[config.mk]
export PLATFORM = sky130hd
export DESIGN_NAME = deser_top
export DESIGN_NICKNAME = d
export VERILOG_FILES = /design/src/deser_pkg.sv /design/src/deser_top.sv /design/src/edge_sync.sv /design/src/freq_detector.sv
export SDC_FILE = /design/constraint.sdc
export NUM_CORES = 1
export LEC_CHECK = 0
export BUFFER_PORTS_ARGS = -buffer_cell sky130_fd_sc_hd__buf_2
export CORE_ASPECT_RATIO = 0.6
export CORE_UTILIZATION = 50
export DETAILED_ROUTE_END_ITERATION = 10
export PLACE_DENSITY = 0.81
export SLEW_MARGIN = 30
export SYNTH_ARGS = -nofsm -noshare
export SYNTH_HDL_FRONTEND = slang
export SYNTH_HIERARCHICAL = 1
export SYNTH_SLANG_ARGS = --single-unit
[constraint.sdc]
create_clock -name hclk -period 3.6 [get_ports hclk]
set_clock_uncertainty 0.05 [all_clocks]
set_input_delay 0 -clock hclk [delete_from_list [all_inputs] [get_ports hclk]]
set_output_delay 0 -clock hclk [all_outputs]
set_load 0.05 [all_outputs]
[src/deser_pkg.sv]
package deser_pkg;
  // Word geometry
  localparam int WORD_W = 16;
  localparam int BIT_CNT_W = 4;
  localparam logic [BIT_CNT_W-1:0] LAST_BIT = 4'hF;
  localparam logic [BIT_CNT_W-1:0] MID_BIT = 4'h7;
  localparam logic [BIT_CNT_W-1:0] FIRST_BIT = 4'h0;

  // Timing
  localparam int CLK_PERIOD_PS = 10000;
  localparam int LOCK_RELEASE_NS = 800;
  localparam int LOCK_RELEASE_CYC = (LOCK_RELEASE_NS * 1000 + CLK_PERIOD_PS - 1) / CLK_PERIOD_PS;
  localparam int LOCK_CNT_W = 8;
  // Least realign pulse width the far side must give, per serial bit
  localparam int REALIGN_MIN_BITS = 4;
  localparam int SERIAL_BIT_PS = 402;

  // Frequency detector oscillator
  localparam int NCO_W = 16;
  localparam logic [NCO_W-1:0] NCO_NOM_STEP = 16'h2000;
  localparam logic [NCO_W-1:0] NCO_TRIM = 16'h0010;
  localparam int FD_LOCK_SAMPLES = 16;
  localparam int FD_CNT_W = 6;

  // Register map, byte addresses
  localparam logic [7:0] REG_CTRL = 8'h00;
  localparam logic [7:0] REG_STATUS = 8'h04;
  localparam logic [7:0] REG_DATA = 8'h08;
  localparam logic [7:0] REG_IRQ_STAT = 8'h0C;
  localparam logic [7:0] REG_IRQ_EN = 8'h10;
  localparam logic [7:0] REG_IRQ_CLR = 8'h14;

  // Field positions
  localparam int CTRL_SRC_SEL = 0;
  localparam int STAT_FREQ_LOCK = 0;
  localparam int STAT_LOCK_FLAG = 1;
  localparam int STAT_REALIGN_PEND = 2;
  localparam int IRQ_N = 4;
  localparam int IRQ_WORD = 0;
  localparam int IRQ_LOST = 1;
  localparam int IRQ_GAINED = 2;
  localparam int IRQ_REALIGN = 3;

  localparam logic [31:0] CTRL_RESET = 32'h0000_0000;
  localparam logic [IRQ_N-1:0] IRQ_EN_RESET = 4'h0;
endpackage

[src/deser_top.sv]
// How it works
// - Serial bits gathered into sixteen-bit words
// - Realignment finished within two word clocks
// - Realignment drops first bit of word cycle
// - Lock flag drops low at once on loss
// - Lock flag rises about 800 ns after lock
// - Missing input signal is not flagged
// - Select high takes the loopback input
// - Detector samples I/Q on data edges, steers
// - Detector goes neutral once locked
// - Data changes on word clock falling edge
// - Select low takes the main input
`timescale 1ns/10ps
`default_nettype none
module deser_top import deser_pkg::*; #(
  parameter int LOCK_RELEASE = LOCK_RELEASE_CYC
) (
  // Clock and reset
  input wire logic hclk,
  input wire logic hresetn,
  // AHB-Lite slave
  input wire logic hsel,
  input wire logic [31:0] haddr,
  input wire logic [1:0] htrans,
  input wire logic hwrite,
  input wire logic [2:0] hsize,
  input wire logic [31:0] hwdata,
  input wire logic hready,
  output logic [31:0] hrdata,
  output logic hreadyout,
  output logic hresp,
  // Serial link, asynchronous to hclk
  input wire logic link_clk,
  input wire logic main_serial_input,
  input wire logic loopback_serial_input,
  input wire logic realign_pulse,
  // Parallel side
  output logic [WORD_W-1:0] parallel_data_out,
  output logic word_clk,
  output logic lock_lost_flag_n,
  // Interrupt
  output logic irq
);
  logic [3:0] raw_in;
  logic [3:0] sync_lvl;
  logic [3:0] sync_rise;
  logic s_link;
  logic s_main;
  logic s_loop;
  logic s_realign;
  logic link_rise;
  logic realign_rise;

  assign raw_in = {realign_pulse, loopback_serial_input, main_serial_input, link_clk};

  edge_sync #(.W(4)) u_sync (
    .clk(hclk),
    .rst_n(hresetn),
    .d(raw_in),
    .q(sync_lvl),
    .rise(sync_rise),
    .fall()
  );

  assign s_link = sync_lvl[0];
  assign s_main = sync_lvl[1];
  assign s_loop = sync_lvl[2];
  assign s_realign = sync_lvl[3];
  assign link_rise = sync_rise[0];
  // Pulses shorter than one hclk period may be missed; the far side keeps them wide
  assign realign_rise = sync_rise[3];

  // Registers
  logic [31:0] ctrl_q;
  logic [IRQ_N-1:0] irq_stat_q;
  logic [IRQ_N-1:0] irq_en_q;
  logic src_sel;
  assign src_sel = ctrl_q[CTRL_SRC_SEL];

  // Input selection
  logic sel_data;
  logic sel_prev_q;
  logic data_edge;
  assign sel_data = src_sel ? s_loop : s_main;
  assign data_edge = sel_data ^ sel_prev_q;

  always_ff @(posedge hclk or negedge hresetn) begin
    if (!hresetn) begin
      sel_prev_q <= 1'b0;
    end else begin
      sel_prev_q <= sel_data;
    end
  end

  // Frequency detector; no data means no edges, so no loss is reported
  logic fd_locked;
  freq_detector u_fd (
    .clk(hclk),
    .rst_n(hresetn),
    .data_edge(data_edge),
    .freq_locked(fd_locked)
  );

  // Deserializer
  logic [WORD_W-1:0] shift_q;
  logic [BIT_CNT_W-1:0] bit_cnt_q;
  logic realign_pend_q;
  logic [WORD_W-1:0] parallel_data_out_q;
  logic word_clk_q;
  logic bit_take;
  logic drop_now;
  logic keep_bit;
  logic word_done;
  logic [WORD_W-1:0] next_word;

  assign bit_take = link_rise;
  assign drop_now = bit_take && realign_pend_q && bit_cnt_q == FIRST_BIT;
  assign keep_bit = bit_take && !drop_now;
  assign word_done = keep_bit && bit_cnt_q == LAST_BIT;
  assign next_word = {shift_q[WORD_W-2:0], sel_data};

  always_ff @(posedge hclk or negedge hresetn) begin
    if (!hresetn) begin
      shift_q <= '0;
      bit_cnt_q <= FIRST_BIT;
    end else if (keep_bit) begin
      shift_q <= next_word;
      bit_cnt_q <= bit_cnt_q + 1'b1;
    end
  end

  // A fresh edge wins over the drop that clears the previous one
  always_ff @(posedge hclk or negedge hresetn) begin
    if (!hresetn) begin
      realign_pend_q <= 1'b0;
    end else begin
      realign_pend_q <= realign_rise || (realign_pend_q && !drop_now);
    end
  end

  // Word clock low half starts with new data, so the far side samples on its rise
  always_ff @(posedge hclk or negedge hresetn) begin
    if (!hresetn) begin
      parallel_data_out_q <= '0;
      word_clk_q <= 1'b1;
    end else if (word_done) begin
      parallel_data_out_q <= next_word;
      word_clk_q <= 1'b0;
    end else if (keep_bit && bit_cnt_q == MID_BIT) begin
      word_clk_q <= 1'b1;
    end
  end

  // Lock flag
  logic [LOCK_CNT_W-1:0] lock_cnt_q;
  logic lock_flag_q;
  logic seen_lock_q;
  logic lock_release;
  assign lock_release = fd_locked && lock_cnt_q == LOCK_CNT_W'(LOCK_RELEASE - 1);

  always_ff @(posedge hclk or negedge hresetn) begin
    if (!hresetn) begin
      lock_cnt_q <= '0;
      lock_flag_q <= 1'b0;
    end else if (!fd_locked) begin
      lock_cnt_q <= '0;
      lock_flag_q <= 1'b0;
    end else if (lock_release) begin
      lock_flag_q <= 1'b1;
    end else if (!lock_flag_q) begin
      lock_cnt_q <= lock_cnt_q + 1'b1;
    end
  end

  logic fd_locked_prev_q;
  always_ff @(posedge hclk or negedge hresetn) begin
    if (!hresetn) begin
      fd_locked_prev_q <= 1'b0;
      seen_lock_q <= 1'b0;
    end else begin
      fd_locked_prev_q <= fd_locked;
      seen_lock_q <= seen_lock_q || fd_locked;
    end
  end

  // Interrupt events
  logic [IRQ_N-1:0] events;
  assign events[IRQ_WORD] = word_done;
  assign events[IRQ_LOST] = fd_locked_prev_q && !fd_locked;
  assign events[IRQ_GAINED] = lock_release && !lock_flag_q;
  assign events[IRQ_REALIGN] = drop_now;

  // AHB-Lite slave, zero wait states
  logic a_valid;
  logic wr_pend_q;
  logic [7:0] waddr_q;
  logic [31:0] hrdata_q;
  logic [31:0] rd_val;
  logic [7:0] a_addr;
  logic wr_ctrl;
  logic wr_en;
  logic wr_clr;
  logic [IRQ_N-1:0] clr_mask;

  assign a_valid = hsel && hready && htrans[1];
  assign a_addr = haddr[7:0];
  assign wr_ctrl = wr_pend_q && waddr_q == REG_CTRL;
  assign wr_en = wr_pend_q && waddr_q == REG_IRQ_EN;
  assign wr_clr = wr_pend_q && waddr_q == REG_IRQ_CLR;
  assign clr_mask = wr_clr ? hwdata[IRQ_N-1:0] : '0;
  assign rd_val = (a_addr == REG_CTRL) ? ctrl_q :
                  (a_addr == REG_STATUS) ? {29'h0000_0000, realign_pend_q, lock_flag_q, fd_locked} :
                  (a_addr == REG_DATA) ? {16'h0000, parallel_data_out_q} :
                  (a_addr == REG_IRQ_STAT) ? {28'h000_0000, irq_stat_q} :
                  (a_addr == REG_IRQ_EN) ? {28'h000_0000, irq_en_q} :
                  32'h0000_0000;

  always_ff @(posedge hclk or negedge hresetn) begin
    if (!hresetn) begin
      wr_pend_q <= 1'b0;
      waddr_q <= '0;
      hrdata_q <= '0;
    end else begin
      wr_pend_q <= a_valid && hwrite;
      if (a_valid) begin
        waddr_q <= a_addr;
      end
      if (a_valid && !hwrite) begin
        hrdata_q <= rd_val;
      end
    end
  end

  always_ff @(posedge hclk or negedge hresetn) begin
    if (!hresetn) begin
      ctrl_q <= CTRL_RESET;
      irq_en_q <= IRQ_EN_RESET;
    end else begin
      if (wr_ctrl) begin
        ctrl_q <= hwdata & (32'h0000_0001 << CTRL_SRC_SEL);
      end
      if (wr_en) begin
        irq_en_q <= hwdata[IRQ_N-1:0];
      end
    end
  end

  // Set wins over a clear in the same cycle
  logic irq_q;
  always_ff @(posedge hclk or negedge hresetn) begin
    if (!hresetn) begin
      irq_stat_q <= '0;
      irq_q <= 1'b0;
    end else begin
      irq_stat_q <= events | (irq_stat_q & ~clr_mask);
      irq_q <= |(irq_stat_q & irq_en_q);
    end
  end

  // Output flops
  logic hreadyout_q;
  logic hresp_q;
  always_ff @(posedge hclk or negedge hresetn) begin
    if (!hresetn) begin
      hreadyout_q <= 1'b0;
      hresp_q <= 1'b0;
    end else begin
      hreadyout_q <= 1'b1;
      hresp_q <= 1'b0;
    end
  end

  assign hrdata = hrdata_q;
  assign hreadyout = hreadyout_q;
  assign hresp = hresp_q;
  assign parallel_data_out = parallel_data_out_q;
  assign word_clk = word_clk_q;
  assign lock_lost_flag_n = lock_flag_q;
  assign irq = irq_q;

  // Helper counters for checks
  logic [BIT_CNT_W:0] bits_since_q;
  logic [1:0] words_pend_q;
  always_ff @(posedge hclk or negedge hresetn) begin
    if (!hresetn) begin
      bits_since_q <= '0;
      words_pend_q <= '0;
    end else begin
      if (word_done) begin
        bits_since_q <= '0;
      end else if (keep_bit && bits_since_q != 5'h1F) begin
        bits_since_q <= bits_since_q + 1'b1;
      end
      if (!realign_pend_q || realign_rise) begin
        words_pend_q <= '0;
      end else if (word_done && words_pend_q != 2'h3) begin
        words_pend_q <= words_pend_q + 1'b1;
      end
    end
  end
endmodule
`default_nettype wire

[src/edge_sync.sv]
`timescale 1ns/10ps
`default_nettype none
module edge_sync import deser_pkg::*; #(
  parameter int W = 1
) (
  // Clock and reset
  input wire logic clk,
  input wire logic rst_n,
  // Asynchronous levels in, synchronous levels and edges out
  input wire logic [W-1:0] d,
  output logic [W-1:0] q,
  output logic [W-1:0] rise,
  output logic [W-1:0] fall
);
  logic [W-1:0] meta_q;
  logic [W-1:0] sync_q;
  logic [W-1:0] prev_q;

  // First stage feeds only the second
  always_ff @(posedge clk or negedge rst_n) begin
    if (!rst_n) begin
      meta_q <= '0;
      sync_q <= '0;
      prev_q <= '0;
    end else begin
      meta_q <= d;
      sync_q <= meta_q;
      prev_q <= sync_q;
    end
  end

  assign q = sync_q;
  assign rise = sync_q & ~prev_q;
  assign fall = ~sync_q & prev_q;
endmodule
`default_nettype wire

[src/freq_detector.sv]
`timescale 1ns/10ps
`default_nettype none
module freq_detector import deser_pkg::*; #(
  parameter int LOCK_SAMPLES = FD_LOCK_SAMPLES
) (
  // Clock and reset
  input wire logic clk,
  input wire logic rst_n,
  // Pulse on every transition of the selected data
  input wire logic data_edge,
  // Level, high while frequency-locked
  output logic freq_locked
);
  logic [NCO_W-1:0] phase_q;
  logic [NCO_W-1:0] step_q;
  logic [1:0] prev_quad_q;
  logic [FD_CNT_W-1:0] calm_q;
  logic locked_q;
  logic osc_i;
  logic osc_q;
  logic [1:0] quad;
  logic [1:0] delta;
  logic ahead;
  logic behind;
  logic still;

  // In-phase and quadrature taps of the oscillator
  assign osc_i = phase_q[NCO_W-1];
  assign osc_q = phase_q[NCO_W-1] ^ phase_q[NCO_W-2];
  assign quad = {osc_i, osc_i ^ osc_q};
  assign delta = quad - prev_quad_q;
  assign ahead = data_edge && delta == 2'h1;
  assign behind = data_edge && delta == 2'h3;
  assign still = data_edge && delta == 2'h0;

  always_ff @(posedge clk or negedge rst_n) begin
    if (!rst_n) begin
      phase_q <= '0;
      prev_quad_q <= '0;
    end else begin
      phase_q <= phase_q + step_q;
      if (data_edge) begin
        prev_quad_q <= quad;
      end
    end
  end

  // Steering stops once locked, so tracking noise cannot pull the loop
  always_ff @(posedge clk or negedge rst_n) begin
    if (!rst_n) begin
      step_q <= NCO_NOM_STEP;
    end else if (!locked_q && ahead) begin
      step_q <= step_q - NCO_TRIM;
    end else if (!locked_q && behind) begin
      step_q <= step_q + NCO_TRIM;
    end
  end

  always_ff @(posedge clk or negedge rst_n) begin
    if (!rst_n) begin
      calm_q <= '0;
      locked_q <= 1'b0;
    end else if (data_edge && !still) begin
      calm_q <= '0;
      locked_q <= 1'b0;
    end else if (still && !locked_q) begin
      calm_q <= calm_q + 1'b1;
      locked_q <= calm_q == FD_CNT_W'(LOCK_SAMPLES - 1);
    end
  end

  assign freq_locked = locked_q;
endmodule
`default_nettype wire

==> out/qor.csv, run 1 <==
stage,metric,value,unit
placement,globalplace.congestion,0.852,
cts,path_clk_slew,0.05,ns
min_path,min_path_type,in2reg,
routing,first_iter_violations,293,
die,io_pins,131,
worst_setup_path,cpPeakStageDelay,0.45,ns
worst_setup_path,reg2reg_depth,13,
sta,setup_viol,0,
routing,via_per_inst,5.46,
power_and_ir_drop,p_sw,1370,uW
final_layout,multi_input_area,2670,um^2
cts,cts_buffers,17,
routing,drc,0,
routing,wl,12.8,mm
worst_setup_path,worstSetupEndpointType,register,
power_and_ir_drop,pwr-share-clk,36.9,%
yosys,postSynthCellCount,517,
final_layout,fill_cells,894,
final_layout,stdcell_area,7180,um^2
placement,port_buffers,57,
final_layout,area_growth,18.3,%
power_and_ir_drop,irDropWorstVdd,0.379,mV
power_and_ir_drop,swShare,31.7,%
final_layout,register_area,3180,um^2
final_layout,utilization,62.1,%
status,status,"finished, final reports clean",
global_route,grt_pass1_wl,21.0,mm
cts,ctsRootBufferMaster,clkbuf_16,
worst_setup_path,path_cells,mux2i_2 > xnor2_1 > and2b_1 > nor2b_1 > nand2_1 > clkinvlp_4 > ha_1 > and3_4 > a221o_1 > a21oi_2 > nand3_1 > a21oi_2 > xor2_1,
yosys,syn_avg_cell_area,11.7,um^2
power_and_ir_drop,p_leak,0.00357,uW
routing,dr.pass1.iters,7,
worst_setup_path,cpMaxStageDelayCell,dfrtp_1,
power_and_ir_drop,power_density,603,nW/um^2
min_path,holdPathStages,3,
final_layout,drive_gt1_share,27.6,%
global_route,grt_pass1_vias,4142,
worst_setup_path,reg2reg_slack,0.24,ns
yosys,netlist_area,6070,um^2
die,core_area,11600,um^2
die,placementRows,30,
routing,vias,4217,
die,initial_utilization,52.5,%
die,dieArea,12600,um^2
min_path,min_to,waddr_q[4]$_DFFE_PN0P_,
die,die_y,87.4,um
placement,dpl_cell_area,6450,um^2
cts,clockBufferDepth,2,
yosys,yosys_warnings,6,
cts,worstSkewPairLatency,0.41,ns
global_route,antenna_found_initial,0,
final_layout,layout.nets,705,
worst_setup_path,r2r_end,u_fd/step_q[15]$_DFFE_PN0P_,
worst_setup_path,cp-start-kind,register,
sta,slew_violations,0,
min_path,hp-start,haddr[4],
routing,ant_nets,0,
worst_setup_path,required,3.88,ns
die,die_x,144,um
sta,finalWorstPathRequiredPeriod,3.36,ns
cts,ctsHtreeMaxLevel,4,
worst_setup_path,cp.arrival,3.65,ns
worst_setup_path,reg2reg_from,ctrl_q[0]$_DFFE_PN0P_,
routing,routed_wire_length_per_instance,16.6,um
cts,cts_sinks,127,
worst_setup_path,crit_top_cell,a21oi_2,
sta,worst_pin_slew,0.922,ns
sta,hold_violations,0,
placement,post-dp-hpwl,8.93,mm
global_route,grt_max_degree,65,
global_route,track_usage,22.2,%
power_and_ir_drop,internal-power,2960,uW
power_and_ir_drop,comb_power_share,19.2,%
global_route,grt-ovfl-total,0,
cts,cts_tree,yes,
worst_setup_path,crit_type,reg2reg,
sta,clock.fmax,0.297,GHz
power_and_ir_drop,p_seq_share,43.9,%
cts,cts_setup_buffers,0,
job,drv_cap,0,
sta,timing.final.crit_share,93.4,%
sta,relSlewSlack,38.6,%
worst_setup_path,path_max_fanout,10,
power by group through the flow:
stage	sequential, uW	clock (uW)	combinational [uW]
3_5_place_dp	1910	0	814
6_report	1900	1600	832
4_1_cts	1890	1620	835
3_3_place_gp	1890	0	777
2_1_floorplan	2050	0	429
5_1_grt	1930	1690	902
what timing repair did:
action,CTS,global route
hold buffers,15,0
gates resized for setup,0,3
endpoints found under the hold margin,83,0
setup endpoints to repair,0,2
metal layers:
metal	track usage (%)	wire length (um)	vias up
met5	0	0	-
met4	5.93	65	0
met3	6.49	773	10
met2	33.3	5870	145
met1	31.4	6120	2083
li1	-	-	1979
state kept, by name, indices dropped and copies added, names as in the netlist, 6 cells and up:
register           count
hrdata                16
lock_cnt_q             8
parallel_data_out     16
shift_q               15
u_fd/calm_q            6
u_fd/phase_q          12
u_fd/step_q           12
waddr_q                8
critical path: cells and delay by family (launching register included):
| family | cells | cell delay, ns |
|---|---|---|
| xor+xnor | 2 | 0.27 |
| flops | 1 | 0.45 |
| simple gates | 5 | 0.82 |
| fa+ha+maj | 1 | 0.45 |
| compound gates | 3 | 0.65 |
| mux | 1 | 0.32 |
| buf+inv | 1 | 0.26 |
metrics by stage:
step	cells	total power (uW)	setup slack, ns	setup TNS [ns]	hold WS, ns
2_1_floorplan	533	2480	0.263	0	-0.346
3_3_place_gp	724	2670	0.271	0	0.0593
3_5_place_dp	724	2730	0.169	0	0.0593
4_1_cts	771	4350	0.109	0	0.00807
5_1_grt	772	4520	-0.0143	-0.0143	0.0445
6_report	773	4330	0.237	0	0.0449
worst max path at each step:
stage	startpoint	endpoint
after floorplan	ctrl_q[0]$_DFFE_PN0P_	u_fd/step_q[15]$_DFFE_PN0P_
after global placement	ctrl_q[0]$_DFFE_PN0P_	u_fd/step_q[15]$_DFFE_PN0P_
after detailed placement	ctrl_q[0]$_DFFE_PN0P_	u_fd/step_q[14]$_DFFE_PN0P_
after CTS	ctrl_q[0]$_DFFE_PN0P_	u_fd/step_q[14]$_DFFE_PN0P_
after global routing	ctrl_q[0]$_DFFE_PN0P_	u_fd/step_q[15]$_DFFE_PN0P_
final	ctrl_q[0]$_DFFE_PN0P_	u_fd/step_q[15]$_DFFE_PN0P_
area by class of cell:
class	count	area share, %
repair buffers	80	6.98
multi-input cells	355	37.2
flip-flops and latches	127	44.3
inverters	18	0.993
clock inverters	13	1.60
clock buffers	19	6.17
diodes	1	0.0348
well taps	160	2.79
cell usage in the layout (no fill, tap or decap), drive strengths merged, types with 8 or more instances in the layout:
| cell type | n |
|---|---|
| mux2 | 43 |
| buf | 65 |
| a211oi | 8 |
| xnor2 | 19 |
| dfrtp | 125 |
| a21oi | 24 |
| clkbuf | 19 |
| nand2 | 35 |
| xor2 | 14 |
| ha | 26 |
| dlygate4sd3 | 15 |
| o21ai | 23 |
| inv | 18 |
| nor2 | 24 |
| nand3 | 10 |
| a22o | 14 |
| conb | 18 |
| a21o | 11 |
(Power assumes the default switching activity.)
==> run 2: changes to the inputs <==
--- a/config.mk
+++ b/config.mk
@@ -7,9 +7,9 @@
 export LEC_CHECK = 0
 export BUFFER_PORTS_ARGS = -buffer_cell sky130_fd_sc_hd__buf_2
 export CORE_ASPECT_RATIO = 0.6
-export CORE_UTILIZATION = 50
+export CORE_UTILIZATION = 59
 export DETAILED_ROUTE_END_ITERATION = 10
-export PLACE_DENSITY = 0.81
+export PLACE_DENSITY = 0.89
 export SLEW_MARGIN = 30
 export SYNTH_ARGS = -nofsm -noshare
 export SYNTH_HDL_FRONTEND = slang
==> constraint.sdc (replaced) <==
create_clock -name hclk -period 4.2 [get_ports hclk]
set_clock_uncertainty 0.05 [all_clocks]
set_input_delay 0 -clock hclk [delete_from_list [all_inputs] [get_ports hclk]]
set_output_delay 0 -clock hclk [all_outputs]
set_load 0.05 [all_outputs]
==> run 2 against run 1 <==
Effect of this change:
- clock-buffer cell count shrank 1
- via count increased by 9.6%
- combinational power is 13% lower
- utilization grew 11 points
- fmax down 18%
- critical endpoint is now u_fd/step_q[14]$_DFFE_PN0P_
==> out/qor.csv, run 2 (synthesis gave the netlist of run 1 again) <==
stage,metric,value,unit
global_route,grt_pass1_vias,4593,
die,dieArea,10700,um^2
worst_setup_path,crit_cells,13,
sta,slew_violations,0,
sta,clock.fmax,0.245,GHz
worst_setup_path,path_cells,mux2i_1 > xnor2_1 > and2b_1 > nor2b_1 > nand2_1 > clkinvlp_4 > ha_1 > nor2b_1 > o21a_1 > o21ai_1 > a21oi_1 > o211ai_1 > a221o_1,
worst_setup_path,worstSetupEndpointType,register,
cts,cts_sinks,127,
placement,dp_cells,694,
sta,hold_violations,0,
sta,relSlewSlack,35.9,%
final_layout,fill_cells,594,
cts,cts_tree,yes,
die,initial_utilization,61.3,%
die,die_y,80.6,um
cts,worstSkewPairLatency,0.42,ns
cts,clockBufferDepth,2,
routing,drc,0,
placement,post-dp-hpwl,8.81,mm
worst_setup_path,cp-start-kind,register,
sta,worst_slack,0.112,ns
placement,place_ws,0.435,ns
worst_setup_path,cpPeakStageDelay,0.45,ns
final_layout,register_area,3180,um^2
routing,via_per_inst,6.24,
power_and_ir_drop,power_density,553,nW/um^2
cts,path_clk_slew,0.06,ns
routing,routed_wire_length_per_instance,20.7,um
die,core_area,9910,um^2
sta,rsz0062_at_grt,no,
worst_setup_path,required,4.44,ns
die,io_pins,131,
worst_setup_path,path_buf_inv,1,
cts,cts_buffers,17,
cts,ctsHtreeMaxLevel,4,
worst_setup_path,reg2reg_from,ctrl_q[0]$_DFFE_PN0P_,
worst_setup_path,cp.arrival,4.33,ns
global_route,track_usage,30.4,%
final_layout,drive_gt1_share,26.7,%
routing,vias,4623,
global_route,antenna_found_initial,0,
routing,ant_nets,0,
worst_setup_path,r2r_end,u_fd/step_q[14]$_DFFE_PN0P_,
final_layout,antenna_cells,0,
power_and_ir_drop,irDropWorstVdd,0.367,mV
final_layout,final_common_cell,dfrtp_1,
worst_setup_path,path_max_fanout,10,
global_route,grt_max_degree,90,
final_layout,area_growth,18.7,%
worst_setup_path,crit_family,compound AO/OA/AOI/OAI gates,
status,status,"finished, final reports clean",
sta,worst_pin_slew,0.961,ns
global_route,grt-ovfl-total,0,
worst_setup_path,crit_top_cell,nor2b_1,
worst_setup_path,endpoint,u_fd/step_q[14]$_DFFE_PN0P_,
final_layout,layout.nets,700,
worst_setup_path,reg2reg_depth,13,
worst_setup_path,cpMaxStageDelayCell,mux2i_1,
job,drv_cap,0,
min_path,min_path_type,in2reg,
sta,setup-tns-final,0,ns
routing,dr.pass1.iters,5,
final_layout,utilization,72.7,%
sta,setup_viol,0,
cts,ctsRootBufferMaster,clkbuf_16,
routing,wl,15.4,mm
final_layout,multi_input_area,2660,um^2
final_layout,fin_cells,741,
sta,timing.final.crit_share,97.3,%
cts,cts_setup_buffers,0,
worst_setup_path,crit_type,reg2reg,
sta,finalWorstPathRequiredPeriod,4.09,ns
final_layout,final_cell_mix,"dfrtp_1 (125), buf_2 (56), mux2_2 (43)",
worst_setup_path,crit_path_start,ctrl_q[0]$_DFFE_PN0P_,
die,placementRows,28,
global_route,grt_pass1_wl,24.1,mm
routing,first_iter_violations,574,
worst_setup_path,reg2reg_slack,0.11,ns
placement,port_buffers,57,
die,die_x,133,um
power_and_ir_drop,p_leak,0.00359,uW
placement,globalplace.congestion,0.898,
==> run 2: worst register-to-register path, cell delays in order, from the launching register on <==
cell,delay (ns)
dfrtp_1,0.40
mux2i_1,0.45
xnor2_1,0.29
and2b_1,0.31
nor2b_1,0.17
nand2_1,0.16
clkinvlp_4,0.26
ha_1,0.44
nor2b_1,0.20
o21a_1,0.18
o21ai_1,0.10
a21oi_1,0.44
o211ai_1,0.21
a221o_1,0.30
==> run 2: layout make-up <==
type                    count  area share [%]
repair buffers             75            6.55
inverters                  18           0.990
clock inverters            13            2.95
clock buffers              18            6.09
flip-flops and latches    127            44.1
multi-input cells         355            36.9
well taps                 135            2.34
==> run 2: per-layer routing <==
metal,vias to the layer above,global-route usage (%),routed length (um)
met3,65,9.53,1300
met2,265,49.8,7400
met1,2319,37.2,6120
met5,-,0,0
li1,1974,-,-
met4,0,14.4,565
==> run 2: power breakdown <==
group / internal, uW / switching (uW) / leakage [uW]
Combinational: 261 / 461 / 0.00163
Clock: 1070 / 558 / 0.000309
Sequential: 1440 / 201 / 0.00165
Total: 2770 / 1220 / 0.00359
==> run 2: timing repair <==
action / in CTS / in global routing
endpoints found under the hold margin: 110 / 0
gates resized for setup: 0 / 1
hold buffers: 15 / 0
setup endpoints to repair: 0 / 1
==> run 2: worst min path at each step <==
| stage | startpoint | to | cells after the start |
|---|---|---|---|
| 3_3_place_gp | realign_pulse | u_sync/meta_q[3]$_DFF_PN0_ | 1 |
| 4_1_cts | haddr[2] | waddr_q[2]$_DFFE_PN0P_ | 2 |
| 2_1_floorplan | hresetn | bit_cnt_q[0]$_DFFE_PN0P_ | 0 |
| 5_1_grt | haddr[2] | waddr_q[2]$_DFFE_PN0P_ | 2 |
| 3_5_place_dp | hresetn | hrdata[10]$_DFFE_PN0P_ | 1 |
| 6_report | haddr[2] | waddr_q[2]$_DFFE_PN0P_ | 2 |
==> run 2: through the flow <==
step	total power [uW]	hold slack [ns]	cell area, um^2
floorplan	2130	-0.346	6130
global placement	2270	0.0591	6380
detailed placement	2330	0.0593	6390
CTS	4000	0.0194	7190
global route	4130	0.0297	7210
finish	3990	0.0367	7210
